### config.mk
export PLATFORM = sky130hd
export DESIGN_NAME = vdbg_blank_gen
export DESIGN_NICKNAME = d
export VERILOG_FILES = /design/src/design/vdbg_pkg.sv /design/src/design/vdbg_blank_gen.sv
export VERILOG_INCLUDE_DIRS = /design/src /design/src/design
export SDC_FILE = /design/constraint.sdc
export NUM_CORES = 1
export LEC_CHECK = 0
export ABC_AREA = 1
export BUFFER_PORTS_ARGS = -buffer_cell sky130_fd_sc_hd__clkbuf_2
export CAP_MARGIN = 20
export CORE_ASPECT_RATIO = 1.2
export CORE_MARGIN = 2
export CORE_UTILIZATION = 28
export CTS_CLUSTER_DIAMETER = 40
export DETAILED_ROUTE_END_ITERATION = 6
export SLEW_MARGIN = 5
export SYNTH_ARGS = -nofsm -noshare
export SYNTH_HDL_FRONTEND = slang
export SYNTH_SLANG_ARGS = --single-unit
### constraint.sdc
create_clock -name i_ref_clk -period 5.6 [get_ports i_ref_clk]
set_input_delay 0.28 -clock i_ref_clk [delete_from_list [all_inputs] [get_ports i_ref_clk]]
set_output_delay 0.28 -clock i_ref_clk [all_outputs]
set_load 0.01 [all_outputs]
### src/design/vdbg_params.svh
// register offsets, field positions, reset values and timing counts for the blanking generator
`ifndef VDBG_PARAMS_SVH
`define VDBG_PARAMS_SVH
`define VDBG_OFF_CTRL       4'h0
`define VDBG_OFF_FRMSZ      4'h1
`define VDBG_OFF_HORIZ_BLANK_OUT      4'h2
`define VDBG_OFF_VBS1       4'h3
`define VDBG_OFF_VBE1       4'h4
`define VDBG_OFF_VBIT1      4'h5
`define VDBG_OFF_STAT       4'h6
`define VDBG_MASK_POS2      32'h0fff0fff
`define VDBG_MASK_HORIZ_BLANK_OUT     32'h0fff8fff
`define VDBG_MASK_CTRL      32'h00000007
`define VDBG_MASK_VBIT      32'h0fff0fff
`define VDBG_RST_CTRL       32'h00000000
`define VDBG_RST_FRMSZ      32'h020d035a
`define VDBG_RST_HORIZ_BLANK_OUT      32'h00000000
`define VDBG_RST_VBS1       32'h00000000
`define VDBG_RST_VBE1       32'h00000000
`define VDBG_RST_VBIT1      32'h00000000
`define VDBG_HI_MSB         27
`define VDBG_HI_LSB         16
`define VDBG_LO_MSB         11
`define VDBG_LO_LSB         0
`define VDBG_HORIZ_BLANK_DELAY_EN_BIT      15
`define VDBG_HDLY_CLKS      3'h4
`define VDBG_EAV_WORD       10'h274
`define VDBG_SAV_WORD       10'h200
`define VDBG_FBIT           8
`define VDBG_VBIT           7
`endif

### src/design/vdbg_pkg.sv
// types shared by the blanking generator
package vdbg_pkg;
    typedef enum logic [2:0] {
        VDBG_BT656_8  = 3'h0,
        VDBG_BT656_10 = 3'h1,
        VDBG_RAW_8    = 3'h2,
        VDBG_RAW_10   = 3'h3,
        VDBG_YC_8     = 3'h4,
        VDBG_YC_10    = 3'h5,
        VDBG_RAW_16   = 3'h6,
        VDBG_RAW_20   = 3'h7
    } vdbg_mode_t;
    typedef struct packed {
        logic        code_valid;
        logic        code_is_sav;
        logic [9:0]  code_word;
    } vdbg_code_t;
    typedef enum logic [1:0] {
        VDBG_IDLE = 2'b01,
        VDBG_RESP = 2'b10
    } vdbg_bus_t;
endpackage : vdbg_pkg

### src/design/vdbg_blank_gen.sv
// horizontal and field 1 vertical blanking generator with timing code placement
`timescale 1ns/1ps
`include "vdbg_params.svh"
// How it works
// horizontal blank goes active when pixel counter equals start position, any mode
// in BT.656 and Y/C the end-of-active code is placed at start position
// horizontal blank goes inactive when pixel counter equals stop position
// in BT.656 and Y/C the start-of-active code is placed at stop position
// delay bit postpones blank release by 4 clocks, only in BT.656 and Y/C
// horizontal start and stop are 12-bit pixel counter values
// raw mode start and stop bound the blanked pixels of each line
// field 1 vertical blank asserts at start line and start pixel
// field 1 vertical blank deasserts at stop line and stop pixel
// vertical blank output is independent of embedded timing codes
// V bit in codes comes from separate field 1 vertical-bit register
// reserved register bits read zero and ignore writes
// field 1 start and stop hold 12-bit line and 12-bit pixel numbers
// pixel counter runs 0 to width-1, line counter 1 to height
// 3-bit mode field selects BT.656, raw and Y/C modes
// all comparisons run each pixel clock on current register values
module vdbg_blank_gen
    import vdbg_pkg::*;
#(
    parameter int CW = 12
) (
    // clock and reset
    input  wire logic              i_ref_clk,
    input  wire logic              i_rstn,
    // avalon-mm slave
    input  wire logic [3:0]        i_avs_address,
    input  wire logic              i_avs_read,
    input  wire logic              i_avs_write,
    input  wire logic [31:0]       i_avs_writedata,
    input  wire logic [3:0]        i_avs_byteenable,
    output logic      [31:0]       o_avs_readdata,
    output logic                   o_avs_waitrequest,
    // video timing outputs
    output logic                   o_horiz_blank_out,
    output logic                   o_vert_blank_out,
    output vdbg_code_t             o_timing_code,
    output logic      [CW-1:0]     o_frame_pixel_counter,
    output logic      [CW-1:0]     o_frame_line_counter
);

    function automatic logic [31:0] vdbg_merge(input logic [31:0] old_v, input logic [31:0] new_v,
                                               input logic [3:0] be, input logic [31:0] mask);
        logic [31:0] m;
        m = {{8{be[3]}}, {8{be[2]}}, {8{be[1]}}, {8{be[0]}}};
        return ((old_v & ~m) | (new_v & m)) & mask;
    endfunction : vdbg_merge

    function automatic logic vdbg_embedded(input vdbg_mode_t md);
        return (md == VDBG_BT656_8) || (md == VDBG_BT656_10) ||
               (md == VDBG_YC_8) || (md == VDBG_YC_10);
    endfunction : vdbg_embedded

    // register file
    logic [31:0] ctrl_reg, ctrl_next;
    logic [31:0] frmsz_reg, frmsz_next;
    logic [31:0] horiz_blank_out_reg, horiz_blank_out_next;
    logic [31:0] vbs1_reg, vbs1_next;
    logic [31:0] vbe1_reg, vbe1_next;
    logic [31:0] vbit1_reg, vbit1_next;
    logic [31:0] rdata_reg, rdata_next;
    vdbg_bus_t   bus_reg, bus_next;
    logic        acc;

    assign acc = (i_avs_read || i_avs_write) && (bus_reg == VDBG_IDLE);

    // one wait cycle, answer on the second edge so read data is registered
    always_comb begin
        ctrl_next  = ctrl_reg;
        frmsz_next = frmsz_reg;
        horiz_blank_out_next = horiz_blank_out_reg;
        vbs1_next  = vbs1_reg;
        vbe1_next  = vbe1_reg;
        vbit1_next = vbit1_reg;
        rdata_next = rdata_reg;
        bus_next   = bus_reg;
        case (bus_reg)
            VDBG_IDLE: begin
                if (acc) begin
                    bus_next = VDBG_RESP;
                end
            end
            VDBG_RESP: begin
                bus_next = VDBG_IDLE;
            end
            default: begin
                bus_next = VDBG_IDLE;
            end
        endcase
        // write lands at the edge where the master sees waitrequest low
        if (i_avs_write && (bus_reg == VDBG_RESP)) begin
            case (i_avs_address)
                `VDBG_OFF_CTRL: begin
                    ctrl_next = vdbg_merge(ctrl_reg, i_avs_writedata, i_avs_byteenable,
                                           `VDBG_MASK_CTRL);
                end
                `VDBG_OFF_FRMSZ: begin
                    frmsz_next = vdbg_merge(frmsz_reg, i_avs_writedata, i_avs_byteenable,
                                            `VDBG_MASK_POS2);
                end
                `VDBG_OFF_HORIZ_BLANK_OUT: begin
                    horiz_blank_out_next = vdbg_merge(horiz_blank_out_reg, i_avs_writedata, i_avs_byteenable,
                                            `VDBG_MASK_HORIZ_BLANK_OUT);
                end
                `VDBG_OFF_VBS1: begin
                    vbs1_next = vdbg_merge(vbs1_reg, i_avs_writedata, i_avs_byteenable,
                                           `VDBG_MASK_POS2);
                end
                `VDBG_OFF_VBE1: begin
                    vbe1_next = vdbg_merge(vbe1_reg, i_avs_writedata, i_avs_byteenable,
                                           `VDBG_MASK_POS2);
                end
                `VDBG_OFF_VBIT1: begin
                    vbit1_next = vdbg_merge(vbit1_reg, i_avs_writedata, i_avs_byteenable,
                                            `VDBG_MASK_VBIT);
                end
                default: begin
                end
            endcase
        end
        if (acc && i_avs_read) begin
            case (i_avs_address)
                `VDBG_OFF_CTRL:  rdata_next = ctrl_reg;
                `VDBG_OFF_FRMSZ: rdata_next = frmsz_reg;
                `VDBG_OFF_HORIZ_BLANK_OUT: rdata_next = horiz_blank_out_reg;
                `VDBG_OFF_VBS1:  rdata_next = vbs1_reg;
                `VDBG_OFF_VBE1:  rdata_next = vbe1_reg;
                `VDBG_OFF_VBIT1: rdata_next = vbit1_reg;
                `VDBG_OFF_STAT:  rdata_next = {o_vert_blank_out, o_horiz_blank_out, 2'h0,
                                               o_frame_line_counter,
                                               4'h0, o_frame_pixel_counter};
                default:         rdata_next = 32'h00000000;
            endcase
        end
    end

    always_ff @(posedge i_ref_clk or negedge i_rstn) begin
        if (!i_rstn) begin
            ctrl_reg  <= `VDBG_RST_CTRL;
            frmsz_reg <= `VDBG_RST_FRMSZ;
            horiz_blank_out_reg <= `VDBG_RST_HORIZ_BLANK_OUT;
            vbs1_reg  <= `VDBG_RST_VBS1;
            vbe1_reg  <= `VDBG_RST_VBE1;
            vbit1_reg <= `VDBG_RST_VBIT1;
            rdata_reg <= 32'h00000000;
            bus_reg   <= VDBG_IDLE;
        end else begin
            ctrl_reg  <= ctrl_next;
            frmsz_reg <= frmsz_next;
            horiz_blank_out_reg <= horiz_blank_out_next;
            vbs1_reg  <= vbs1_next;
            vbe1_reg  <= vbe1_next;
            vbit1_reg <= vbit1_next;
            rdata_reg <= rdata_next;
            bus_reg   <= bus_next;
        end
    end

    assign o_avs_waitrequest = (i_avs_read || i_avs_write) && (bus_reg != VDBG_RESP);
    assign o_avs_readdata    = rdata_reg;

    // field views
    vdbg_mode_t   mode;
    logic         embed;
    logic [CW-1:0] width, height, hstart, hstop, vsl, vsp, vel, vep, vbit_start, vbit_stop;
    assign mode       = vdbg_mode_t'(ctrl_reg[2:0]);
    assign embed      = vdbg_embedded(mode);
    assign width      = frmsz_reg[`VDBG_LO_MSB:`VDBG_LO_LSB];
    assign height     = frmsz_reg[`VDBG_HI_MSB:`VDBG_HI_LSB];
    assign hstart     = horiz_blank_out_reg[`VDBG_LO_MSB:`VDBG_LO_LSB];
    assign hstop      = horiz_blank_out_reg[`VDBG_HI_MSB:`VDBG_HI_LSB];
    assign vsp        = vbs1_reg[`VDBG_LO_MSB:`VDBG_LO_LSB];
    assign vsl        = vbs1_reg[`VDBG_HI_MSB:`VDBG_HI_LSB];
    assign vep        = vbe1_reg[`VDBG_LO_MSB:`VDBG_LO_LSB];
    assign vel        = vbe1_reg[`VDBG_HI_MSB:`VDBG_HI_LSB];
    assign vbit_start = vbit1_reg[`VDBG_LO_MSB:`VDBG_LO_LSB];
    assign vbit_stop  = vbit1_reg[`VDBG_HI_MSB:`VDBG_HI_LSB];

    // timing state
    logic [CW-1:0] pix_reg, pix_next, line_reg, line_next;
    logic          hb_reg, hb_next, vb_reg, vb_next, vbit_reg, vbit_next;
    logic [2:0]    dly_reg, dly_next;
    vdbg_code_t    code_reg, code_next;
    logic          hit_start, hit_stop, use_dly;

    assign hit_start = (pix_reg == hstart);
    assign hit_stop  = (pix_reg == hstop);
    assign use_dly   = embed && horiz_blank_out_reg[`VDBG_HORIZ_BLANK_DELAY_EN_BIT];

    always_comb begin
        pix_next  = pix_reg;
        line_next = line_reg;
        hb_next   = hb_reg;
        vb_next   = vb_reg;
        vbit_next = vbit_reg;
        dly_next  = dly_reg;
        code_next = '0;
        // pixel 0..width-1, line 1..height
        if (pix_reg >= width - 1'b1) begin
            pix_next = '0;
            if (line_reg >= height) begin
                line_next = {{(CW-1){1'b0}}, 1'b1};
            end else begin
                line_next = line_reg + 1'b1;
            end
        end else begin
            pix_next = pix_reg + 1'b1;
        end
        // delay countdown ends blank four clocks after stop
        if (dly_reg != 3'h0) begin
            dly_next = dly_reg - 3'h1;
            if (dly_reg == 3'h1) begin
                hb_next = 1'b0;
            end
        end
        if (hit_stop) begin
            if (use_dly) begin
                dly_next = `VDBG_HDLY_CLKS;
            end else begin
                hb_next = 1'b0;
            end
        end
        // start wins if start and stop coincide
        if (hit_start) begin
            hb_next  = 1'b1;
            dly_next = 3'h0;
        end
        // V bit tracks its own register, not the blanking ones
        if (line_reg == vbit_start) begin
            vbit_next = 1'b1;
        end else if (line_reg == vbit_stop) begin
            vbit_next = 1'b0;
        end
        if (line_reg == vel && pix_reg == vep) begin
            vb_next = 1'b0;
        end
        if (line_reg == vsl && pix_reg == vsp) begin
            vb_next = 1'b1;
        end
        if (embed && (hit_start || hit_stop)) begin
            code_next.code_valid  = 1'b1;
            code_next.code_is_sav = !hit_start;
            code_next.code_word   = hit_start ? `VDBG_EAV_WORD : `VDBG_SAV_WORD;
            code_next.code_word[`VDBG_VBIT] = vbit_reg;
        end
    end

    // all timing updates on every pixel clock from live registers
    always_ff @(posedge i_ref_clk or negedge i_rstn) begin
        if (!i_rstn) begin
            pix_reg  <= '0;
            line_reg <= {{(CW-1){1'b0}}, 1'b1};
            hb_reg   <= 1'b0;
            vb_reg   <= 1'b0;
            vbit_reg <= 1'b0;
            dly_reg  <= 3'h0;
            code_reg <= '0;
        end else begin
            pix_reg  <= pix_next;
            line_reg <= line_next;
            hb_reg   <= hb_next;
            vb_reg   <= vb_next;
            vbit_reg <= vbit_next;
            dly_reg  <= dly_next;
            code_reg <= code_next;
        end
    end

    assign o_horiz_blank_out     = hb_reg;
    assign o_vert_blank_out      = vb_reg;
    assign o_timing_code         = code_reg;
    assign o_frame_pixel_counter = pix_reg;
    assign o_frame_line_counter  = line_reg;
endmodule : vdbg_blank_gen

## Yosys cells after proc, flatten, opt, wreduce, memory -nomap -nowiden

Index checks and enable logic that the tools add are counted.

- Bits in registers: 200
- Input bits: 44
- Output and inout port bits: 71
- Word-level logic and storage cells: 104

- $add $sub $neg: 4
- Order comparisons: 2
- Equality and inequality tests: 22
- Mux-type cells: 20
- Bitwise operators: 14
- Reductions and logical operators: 25

Operator list:

| operator | count |
|---|---|
| one-hot mux 32 bit (7 select lines) | 1 |
| AND 28 bit | 6 |
| OR 28 bit | 5 |
| == test 12 bit | 8 |
| 2-to-1 mux 12 bit | 3 |
| NOT 28 bit | 1 |
| adder 12 x 1 -> 12 bit (second input constant) | 2 |
| greater-or-equal comparator 12 bit | 2 |
| == test 4 x 3 -> 1 bit (second input constant) | 3 |
| 2-to-1 mux 3 bit | 4 |
| AND reduction 2 bit | 6 |
| subtractor 12 x 1 -> 12 bit (second input constant) | 1 |
| 2-to-1 mux 1 bit | 9 |
| == test 4 x 2 -> 1 bit (second input constant) | 2 |
| logical AND 1 bit | 8 |
| 2-to-1 mux 7 bit | 1 |
| == test 3 x 1 -> 1 bit (second input constant) | 2 |
| == test 3 bit (second input constant) | 2 |
| logical OR 1 bit | 5 |
| == test 4 x 1 -> 1 bit (second input constant) | 1 |
| logical NOT 4 bit | 1 |
| 2-to-1 mux 2 bit | 2 |
| != test 2 bit (second input constant) | 2 |
| nonzero test 2 bit | 2 |
| 8 further kinds | 8 |

## Longest topological paths before layout

Gate-level depths: netlist (run 1).

- Word-level depth: 8
- Depth in mapped cells: 17
- Gate-level depth less buffers: 16

## Worst setup path after synthesis (run 1)

Ideal clock, no wire load.

- Path type: register to register
- Start point: register with a tool-made name
- End point: register line_reg[0] (netlist: o_frame_line_counter[0])
- Library setup time: 0.064 ns
- Arrival time: 2.282 ns
- Required time: 5.536 ns
- Path slack: 3.255 ns
- Cell stages (with the launch flop): 18
- Path buffers: 1
- Clock period less this slack: 2.345 ns
- Cells stage by stage: dfrtp_1 > inv_1 > ha_1 > nand2_1 > nor2_1 > nand4_1 > xor2_1 > inv_1 > ha_1 > nand2_1 > nor2_1 > nand2_1 > nor2_1 > nand2_1 > nand3_2 > buf_2 > nand2_1 > nand3_1

RTL lines:

| what | RTL line | text |
|---|---|---|
| end signal: assignment | vdbg_blank_gen.sv:255 | `line_reg <= {{(CW-1){1'b0}}, 1'b1};` |
| end signal: assignment | vdbg_blank_gen.sv:263 | `line_reg <= line_next;` |
| end: declaration | vdbg_blank_gen.sv:183 | `logic [CW-1:0] pix_reg, pix_next, line_reg, line_next;` |

==> flow_results.org, run 1 <==
** Run status
- The run finished with clean final reports.

** Drt
- Once detail routing completed, the nets flagged for antenna violations numbered 0.
- Starting DRC count in detailed routing :: 918
- In the final routed layout, each cell accounts on average for 16.8 µm.
- In the routed design, unresolved DRC markers number 0.
- Summed over all layers, the routed wires come to 35,800 µm.
- After detailed routing, the number of vias per cell comes to 4.66.
- Number of detailed-routing iterations run before antenna repair :: 6
- Total via count in the routed design :: 9,927

** Floorplan
- Once the floorplan was initialized, standard cells occupied 28.5% of the core.
- The die covers 0.0412 mm².
- Vertical die dimension :: 222 µm
- The floorplan step defined a core boundary enclosing 0.0389 mm².
- Standard-cell row count :: 79
- The floorplan step set the die width to 186 µm.
- I/O pin count :: 115

** Power
- LEAKAGE :: 6.40 nW
- Cell internal power was estimated by the tool at 2.66 mW.
- Registers are responsible for 42.3% of the overall power.
- The analysis attributes to net switching a power of 1.44 mW.
- The share of total power dissipated in combinational logic is 26.0%.
- IR analysis of the VDD net gives a maximum drop of 0.210 mV.
- Clock share of power :: 31.7%
- Of the total power, the share spent switching nets is 35.1%.
- In this run the power density over the cells is 326 mW/mm².

** Placed design
- Detailed placement HPWL :: 26,200 µm
- Placer congestion estimate :: 0.897
- Counting tap cells, the placed design contains a total of 2,099 instances.
- Buffers placed on the I/O ports in this run total 98.

** Clock tree
- TritonCTS built the clock tree.
- The number of gates resized after CTS was 0.
- Level count of the clock H-tree :: 4
- Clock latency on the worst-skew pair :: 0.45 ns
- The clock net in this run drives a total of 187 sinks.
- The tree is rooted in a clkbuf_16.
- Clock Path Buffers :: 2
- Worst-path clk slew :: 0.08 ns
- In this run, CTS created clock tree buffers numbering 17.

** Hold path
- Type of the tightest min-delay check :: input port to register
- Critical hold path startpoint :: i_avs_writedata[15]

** Finish
- The final layout contains 1,667 nets.
- Layout area overhead :: 13.3%
- Fraction of layout instances using a drive strength above 1 :: 12.1%
- Number of non-filler instances in the completed layout :: 2,132
- 0 antenna diodes ended up in the layout.
- Leaving out fill and tap cells, the most frequent cells in the layout are 562 x nand2_1, 175 x dfrtp_1, 174 x inv_1, 121 x o21ai_0, 111 x nor2_1.
- Most common cell after layout, fill and taps aside :: nand2_1

** Timing
- Headroom to the max-slew limit came out at 29.9%.
- Post-route clock period utilization :: 61.4%
- Actual slew at the worst max-slew pin :: 1.05 ns
- Highest Clock Rate :: 291 MHz
- Shortest clock period the worst path allows after layout :: 3.44 ns
- Max-slew violation total from the final report :: 0
- Finish-stage setup viols :: 0
- Worst setup skew after layout :: 0.0128 ns
- Total negative slack :: 0 ns
- Number of endpoints with negative hold slack in the final report :: 0
- Setup repair after global routing left no endpoint under its margin.

** Synth
- Yosys warnings :: 0
- The synthesized netlist devotes 3.39% of its cell area to adder and majority cells.
- Gate Count Post-Synth :: 1,527
- After Yosys synthesis, XOR and XNOR cells account for 5.53% of the synthesized area.
- Mux contribution to synthesized area :: 0.226%
- After synthesis, the largest family of logic cells by area is simple AND/OR/NAND/NOR gates.
- After synthesis, the netlist uses 41 different library cells.
- Top cell type's share of synthesized area :: 39.5%
- For this run, the register share of the synthesized area comes to 42.4%.
- Each instance of the synthesized netlist takes up on average 7.26 µm².
- Summing every instance area after synthesis gives 0.0111 mm².
- Of the total synthesized cell area, the portion taken by AND, OR, NAND and NOR gates is 29.1%.
- Summing the areas of all compound-gate instances in the mapped netlist gives 9.69% of the synthesized area.
- Cell type with the largest total area after synthesis :: dfrtp_1
- Yosys attributes the largest share of cell area to dfrtp_1 40%, nand2_1 19%, inv_1 5.9%, o21ai_0 5.5%, nor2_1 3.8%.
- FF+latch count, synth :: 187

** Global routing
- Wire length of the first global-routing pass :: 56,200 µm
- The via count of the first global-routing pass is 10,000.
- Total grt overflow :: 0
- Overall track demand over capacity in global routing :: 18.0%
- The initial antenna violation count came to 0.
- Maximum number of pins on one net before global-route repair :: 168

** Critical path
- The critical path is of the register to register type.
- The number of buffers and inverters on the critical path is 1.
- Cell seen most often among critical-path stages :: nor2_1
- The worst setup path is captured at a register.
- Data required, critical path :: 5.94 ns
- Peak per-stage delay on the critical path :: 0.59 ns
- The slowest stage of the critical path belongs to the cell nand3_2.
- The kind of cell with the highest combined delay along the critical path is simple AND/OR/NAND/NOR gates.
- Arrival time worst endpoint :: 3.78 ns
- Maximum net fanout on the critical path :: 25
- STA classifies the critical path startpoint as a register.
- Walking the worst path, the cells encountered are nor2_1 -> nand2_1 -> nor2_1 -> nand4_1 -> xnor2_1 -> inv_1 -> ha_1 -> a21oi_1 -> o21a_1 -> nand3_2 -> nor3b_1.

** Job
- Across the run, the number of max-cap violations was 0.
-- metrics by stage --
stage	hold slack [ns]	total power [mW]	cell area [µm²]	utilization [%]	setup slack, ns
after global routing	0.0795	4.34	12600	32.2	1.83
after CTS	0.0821	4.11	12600	32.2	2.22
after floorplan	-0.0156	2.44	11100	-	3.25
after detailed placement	0.170	2.82	11900	30.6	2.25
after global placement	0.165	2.79	11900	30.6	2.34
final	0.0878	4.09	12600	32.2	2.16
-- synth_stat cells, drive strengths merged --
master    n
inv     182
a31oi     4
o22ai    10
mux2      1
clkinv    1
xnor2    34
o21a      1
nor3b     4
nand3    40
dfstp    12
o21ai   179
nand4    24
conb      1
clkbuf    9
dfrtp   175
mux2i     1
o21bai    1
or2       5
nor3     14
nor2    122
nand3b    1
xor2     36
a21oi     9
buf      54
nand2   577
ha       30
-- area by class of cell --
type / instances / area, µm²
well taps: 526 / 658
flip-flops and latches: 187 / 4690
multi-input cells: 1102 / 5350
repair buffers: 102 / 544
fillers: 4196 / 26400
clock inverters: 10 / 138
inverters: 183 / 687
clock buffers: 22 / 484
-- repair_timing --
action / CTS / global route
buffers inserted: 0 / 0
hold buffers: 1 / 0
setup endpoints to repair: 0 / 0
hold endpoints to repair: 20 / 0
-- final timing paths --
check / cells past startpoint / slack (ns) / to
worst max register to register: 11 / 2.16 / o_frame_pixel_counter[2]$_DFF_PN0_
min in group asynchronous: 2 / 0.26 / bus_reg[1]$_DFFE_PN0P_
max in group asynchronous: 3 / 4.07 / asynchronous set/reset pin
worst min-delay path: 2 / 0.09 / register
worst min register to register: 2 / 0.48 / register
worst max-delay path: 11 / 2.16 / o_frame_pixel_counter[2]$_DFF_PN0_
-- kinds of logic (layout without fill, tap and decap cells) --
| family | after synthesis | in the layout |
|---|---|---|
| buf+inv | 246 | 317 |
| compound gates | 204 | 204 |
| fa+ha+maj | 30 | 30 |
| other cells | 1 | 9 |
| simple gates | 787 | 787 |
| xor+xnor | 70 | 70 |
| mux | 2 | 2 |
| flops | 187 | 187 |
-- power groups by stage --
stage	registers, mW	clock network [mW]	logic, mW
floorplan	1.69	0	0.754
global placement	1.75	0	1.04
detailed placement	1.76	0	1.07
CTS	1.73	1.31	1.07
global route	1.76	1.37	1.22
finish	1.73	1.30	1.06
-- metal layers --
| layer | up-vias | global-route usage [%] | part of all wire (%) |
|---|---|---|---|
| li1 | 4879 | - | - |
| met1 | 4668 | 21.3 | 40 |
| met2 | 302 | 31.2 | 50 |
| met3 | 78 | 2.84 | 5.0 |
| met4 | 0 | 9.55 | 4.9 |
| met5 | - | 0 | 0 |
(Power assumes the default switching activity.)
==> run 2, diff against run 1 <==
==> constraint.sdc (replaced) <==
create_clock -name i_ref_clk -period 3.5 [get_ports i_ref_clk]
set_input_delay 0.175 -clock i_ref_clk [delete_from_list [all_inputs] [get_ports i_ref_clk]]
set_output_delay 0.175 -clock i_ref_clk [all_outputs]
set_load 0.01 [all_outputs]
==> flow_results.org, run 2 (same netlist as run 1, synthesis figures left out) <==
** Global routing
- Total grt overflow :: 0 (unchanged)
- The via count of the first global-routing pass was 9,839 (-1.8%).
- The initial antenna violation count came to 1 (+1).
- The maximum number of pins on one net before global-route repair came to 91 (-46%).
- Wire length of the first global-routing pass :: 56,800 µm (+0.98%)
- The total routing usage reported by global routing came to 18.4% (+0.37 points).

** Critical path
- Critical path start-end classification :: register to register
- The data arrival time of the critical path was 3.11 ns (-0.67 ns).
- The worst setup path is captured at a register.
- Data required, critical path :: 3.90 ns (-2.04 ns)
- Critical path startpoint category :: register
- Maximum net fanout on the critical path :: 25 (unchanged)

** Timing
- The share of the clock period used by the worst path came to 77.4% (+16 points).
- The highest clock frequency the design can meet was 369 MHz (+27%).
- Shortest clock period the worst path allows after layout :: 2.71 ns (-0.732 ns)
- The worst relative slew slack was 45.5% (+16 points).
- Total negative slack :: 0 ns (unchanged)
- The total count of max-transition violations in the final report is 0 (unchanged).
- The transition time at the pin with the least slew margin came to 0.816 ns (-0.236 ns).
- The worst-case clock skew came to 0.00812 ns (-0.00466 ns).
- The total setup violations reported at the end of the flow came to 0 (unchanged).
- The final number of hold-violating endpoints is 0 (unchanged).
- The slack of the critical path was 0.792 ns (-1.37 ns).
- Setup repair after global routing left no endpoint under its margin.

** Finish
- Fraction of layout instances using a drive strength above 1 :: 12.2% (about the same)
- The top cell types in the final layout, fill and taps aside, are 562 x nand2_1, 175 x dfrtp_1, 174 x inv_1, 121 x o21ai_0, 111 x nor2_1.
- Number of non-filler instances in the completed layout :: 2,140 (+0.38%)
- The sequential cell area was 0.00469 mm² (unchanged).
- The number of fill cells came to 4,272 (+1.8%).
- Layout area overhead :: 13.2% (about the same)
- Nets :: 1,674 (+0.42%)
- Area taken by multi-input logic gates :: 0.00535 mm² (unchanged)
- Most common cell after layout, fill and taps aside :: nand2_1

** Floorplan
- Core outline area :: 0.0389 mm² (unchanged)
- Vertical die dimension :: 222 µm (unchanged)
- Die outline area :: 0.0412 mm² (unchanged)
- The x dimension of the die is 186 µm (unchanged).
- The top-level port count was 115 (unchanged).
- Initial core utilization :: 28.5% (unchanged)
- The count of standard-cell rows is 79 (unchanged).

** Placed design
- The placer congestion estimate is 0.863 (-3.8%).
- The total half-perimeter wirelength after legalization and detailed placement is 26,600 µm (+1.4%).
- Number of placed cells counting well taps :: 2,105 (+0.29%)
- The count of buffers from port buffering is 98 (unchanged).
- The worst setup timing slack at the placement stage came to 0.794 ns (-1.46 ns).

** Drt
- The count of antenna-violating nets left after detailed routing is 0 (unchanged).
- The total via count after detailed routing is 9,922 (-0.050%).
- Number of detailed-routing iterations run before antenna repair :: 5 (-1)
- The final wirelength was 36,300 µm (+1.4%).
- Wire per inst :: 17.0 µm (+0.99%)
- The number of design rule violations left after detail routing is 0 (unchanged).
- Starting DRC count in detailed routing :: 804 (-12%)
- The post-detailed-route via-to-cell ratio is 4.64 (-0.42%).

** Clock tree
- The maximum buffer depth of the clock tree was 2 (unchanged).
- Total clock sinks :: 187 (unchanged)
- Number of buffers created by CTS :: 17 (unchanged)
- TritonCTS built the clock tree.
- Worst-path clk slew :: 0.07 ns (about the same)
- The worst-skew pair later-pin latency is 0.46 ns (about the same).
- Level count of the clock H-tree :: 4 (unchanged)
- The tree is rooted in a clkbuf_16.
- Setup fix buffers added after clock tree synthesis :: 0 (unchanged)

** Power
- Part of the total power dissipated in sequential elements :: 43.7% (+1.4 points)
- Internal cell power :: 4.09 mW (+54%)
- Cell area power density :: 510 mW/mm² (+56%)
- VDD IR-drop max :: 0.407 mV (+94%)
- Net Sw Power :: 2.30 mW (+60%)
- The switching part of the total was 36.0% (+0.93 points).
- Proportion of power drawn by combinational gates :: 26.6% (+0.6 points)
- The clock network fraction of design power was 29.8% (-1.9 points).
- The leakage power is 6.40 nW (about the same).

** Hold path
- Type of the tightest min-delay check :: input port to register

** Job
- The number of maximum-capacitance constraint violations is 0 (unchanged).

** Run status
- Run status :: finished clean
[run 2: changes by cell type in the layout (fill, tap and decap cells not counted), sizes merged]
cell	previous run	this run
clkbuf	120	124
buf	3	9
diode	0	1
bufinv	3	1
dlygate4sd3	1	2
clkinv	5	3
[run 2: worst paths after layout]
kind                                           from                                  end  slack (ns)  cells after the start
worst max-delay path                       register  o_frame_line_counter[7]$_DFFE_PN0P_        0.79                     16
worst min-delay path            i_avs_writedata[19]                             register        0.03                      3
worst max register to register             register  o_frame_line_counter[7]$_DFFE_PN0P_        0.79                     16
worst min register to register             register                             register        0.48                      2
max in group asynchronous                    i_rstn           asynchronous set/reset pin        2.15                      3
min in group asynchronous                    i_rstn       o_avs_readdata[21]$_DFFE_PN0P_        0.34                      2
[run 2: final cells by class]
type	instances	area share [%]
inverters	183	5.48
diodes	1	0.0199
multi-input cells	1102	42.7
clock buffers	26	3.90
repair buffers	109	4.78
flip-flops and latches	187	37.4
clock inverters	6	0.509
well taps	526	5.25
[run 2: critical path: stages, from the launching register on]
cell and delay, ns:
dfrtp_1 0.42, nor2_1 0.23, nand2_1 0.09, nor2_1 0.25, nand4_1 0.15, xnor2_1 0.16
inv_1 0.06, ha_1 0.29, nand2_1 0.07, nor2_1 0.14, nand2_1 0.06, nor2_1 0.08
nand2_1 0.08, nand3_2 0.06, buf_4 0.27, nand3_1 0.12, nand2_1 0.10
[run 2: power by group through the flow]
stage | clock (mW) | combinational (mW) | sequential [mW]
final | 1.90 | 1.70 | 2.79
after global routing | 2.02 | 1.97 | 2.82
after CTS | 1.93 | 1.71 | 2.78
after detailed placement | 0 | 1.70 | 2.82
after global placement | 0 | 1.67 | 2.81
after floorplan | 0 | 1.21 | 2.70
[run 2: through the flow]
step	cell area, µm²	total power [mW]	utilization [%]	hold slack (ns)
2_1_floorplan	11100	3.91	-	-0.121
3_3_place_gp	12000	4.48	30.7	0.309
3_5_place_dp	12000	4.52	30.7	0.294
4_1_cts	12500	6.43	32.2	0.0126
5_1_grt	12500	6.82	32.2	0.0552
6_report	12500	6.40	32.2	0.0264
[run 2: timing repair]
item / in CTS / in global routing
gates resized for setup: 0 / 0
hold buffers: 2 / 0
hold endpoints to repair: 83 / 0
[run 2: per-layer routing]
| layer | up-vias | wire length, µm | global-route usage (%) |
|---|---|---|---|
| li1 | 4875 | - | - |
| met5 | - | 0 | 0 |
| met1 | 4641 | 14600 | 22.0 |
| met4 | 0 | 1910 | 10.3 |
| met3 | 89 | 2230 | 3.84 |
| met2 | 317 | 17500 | 30.6 |
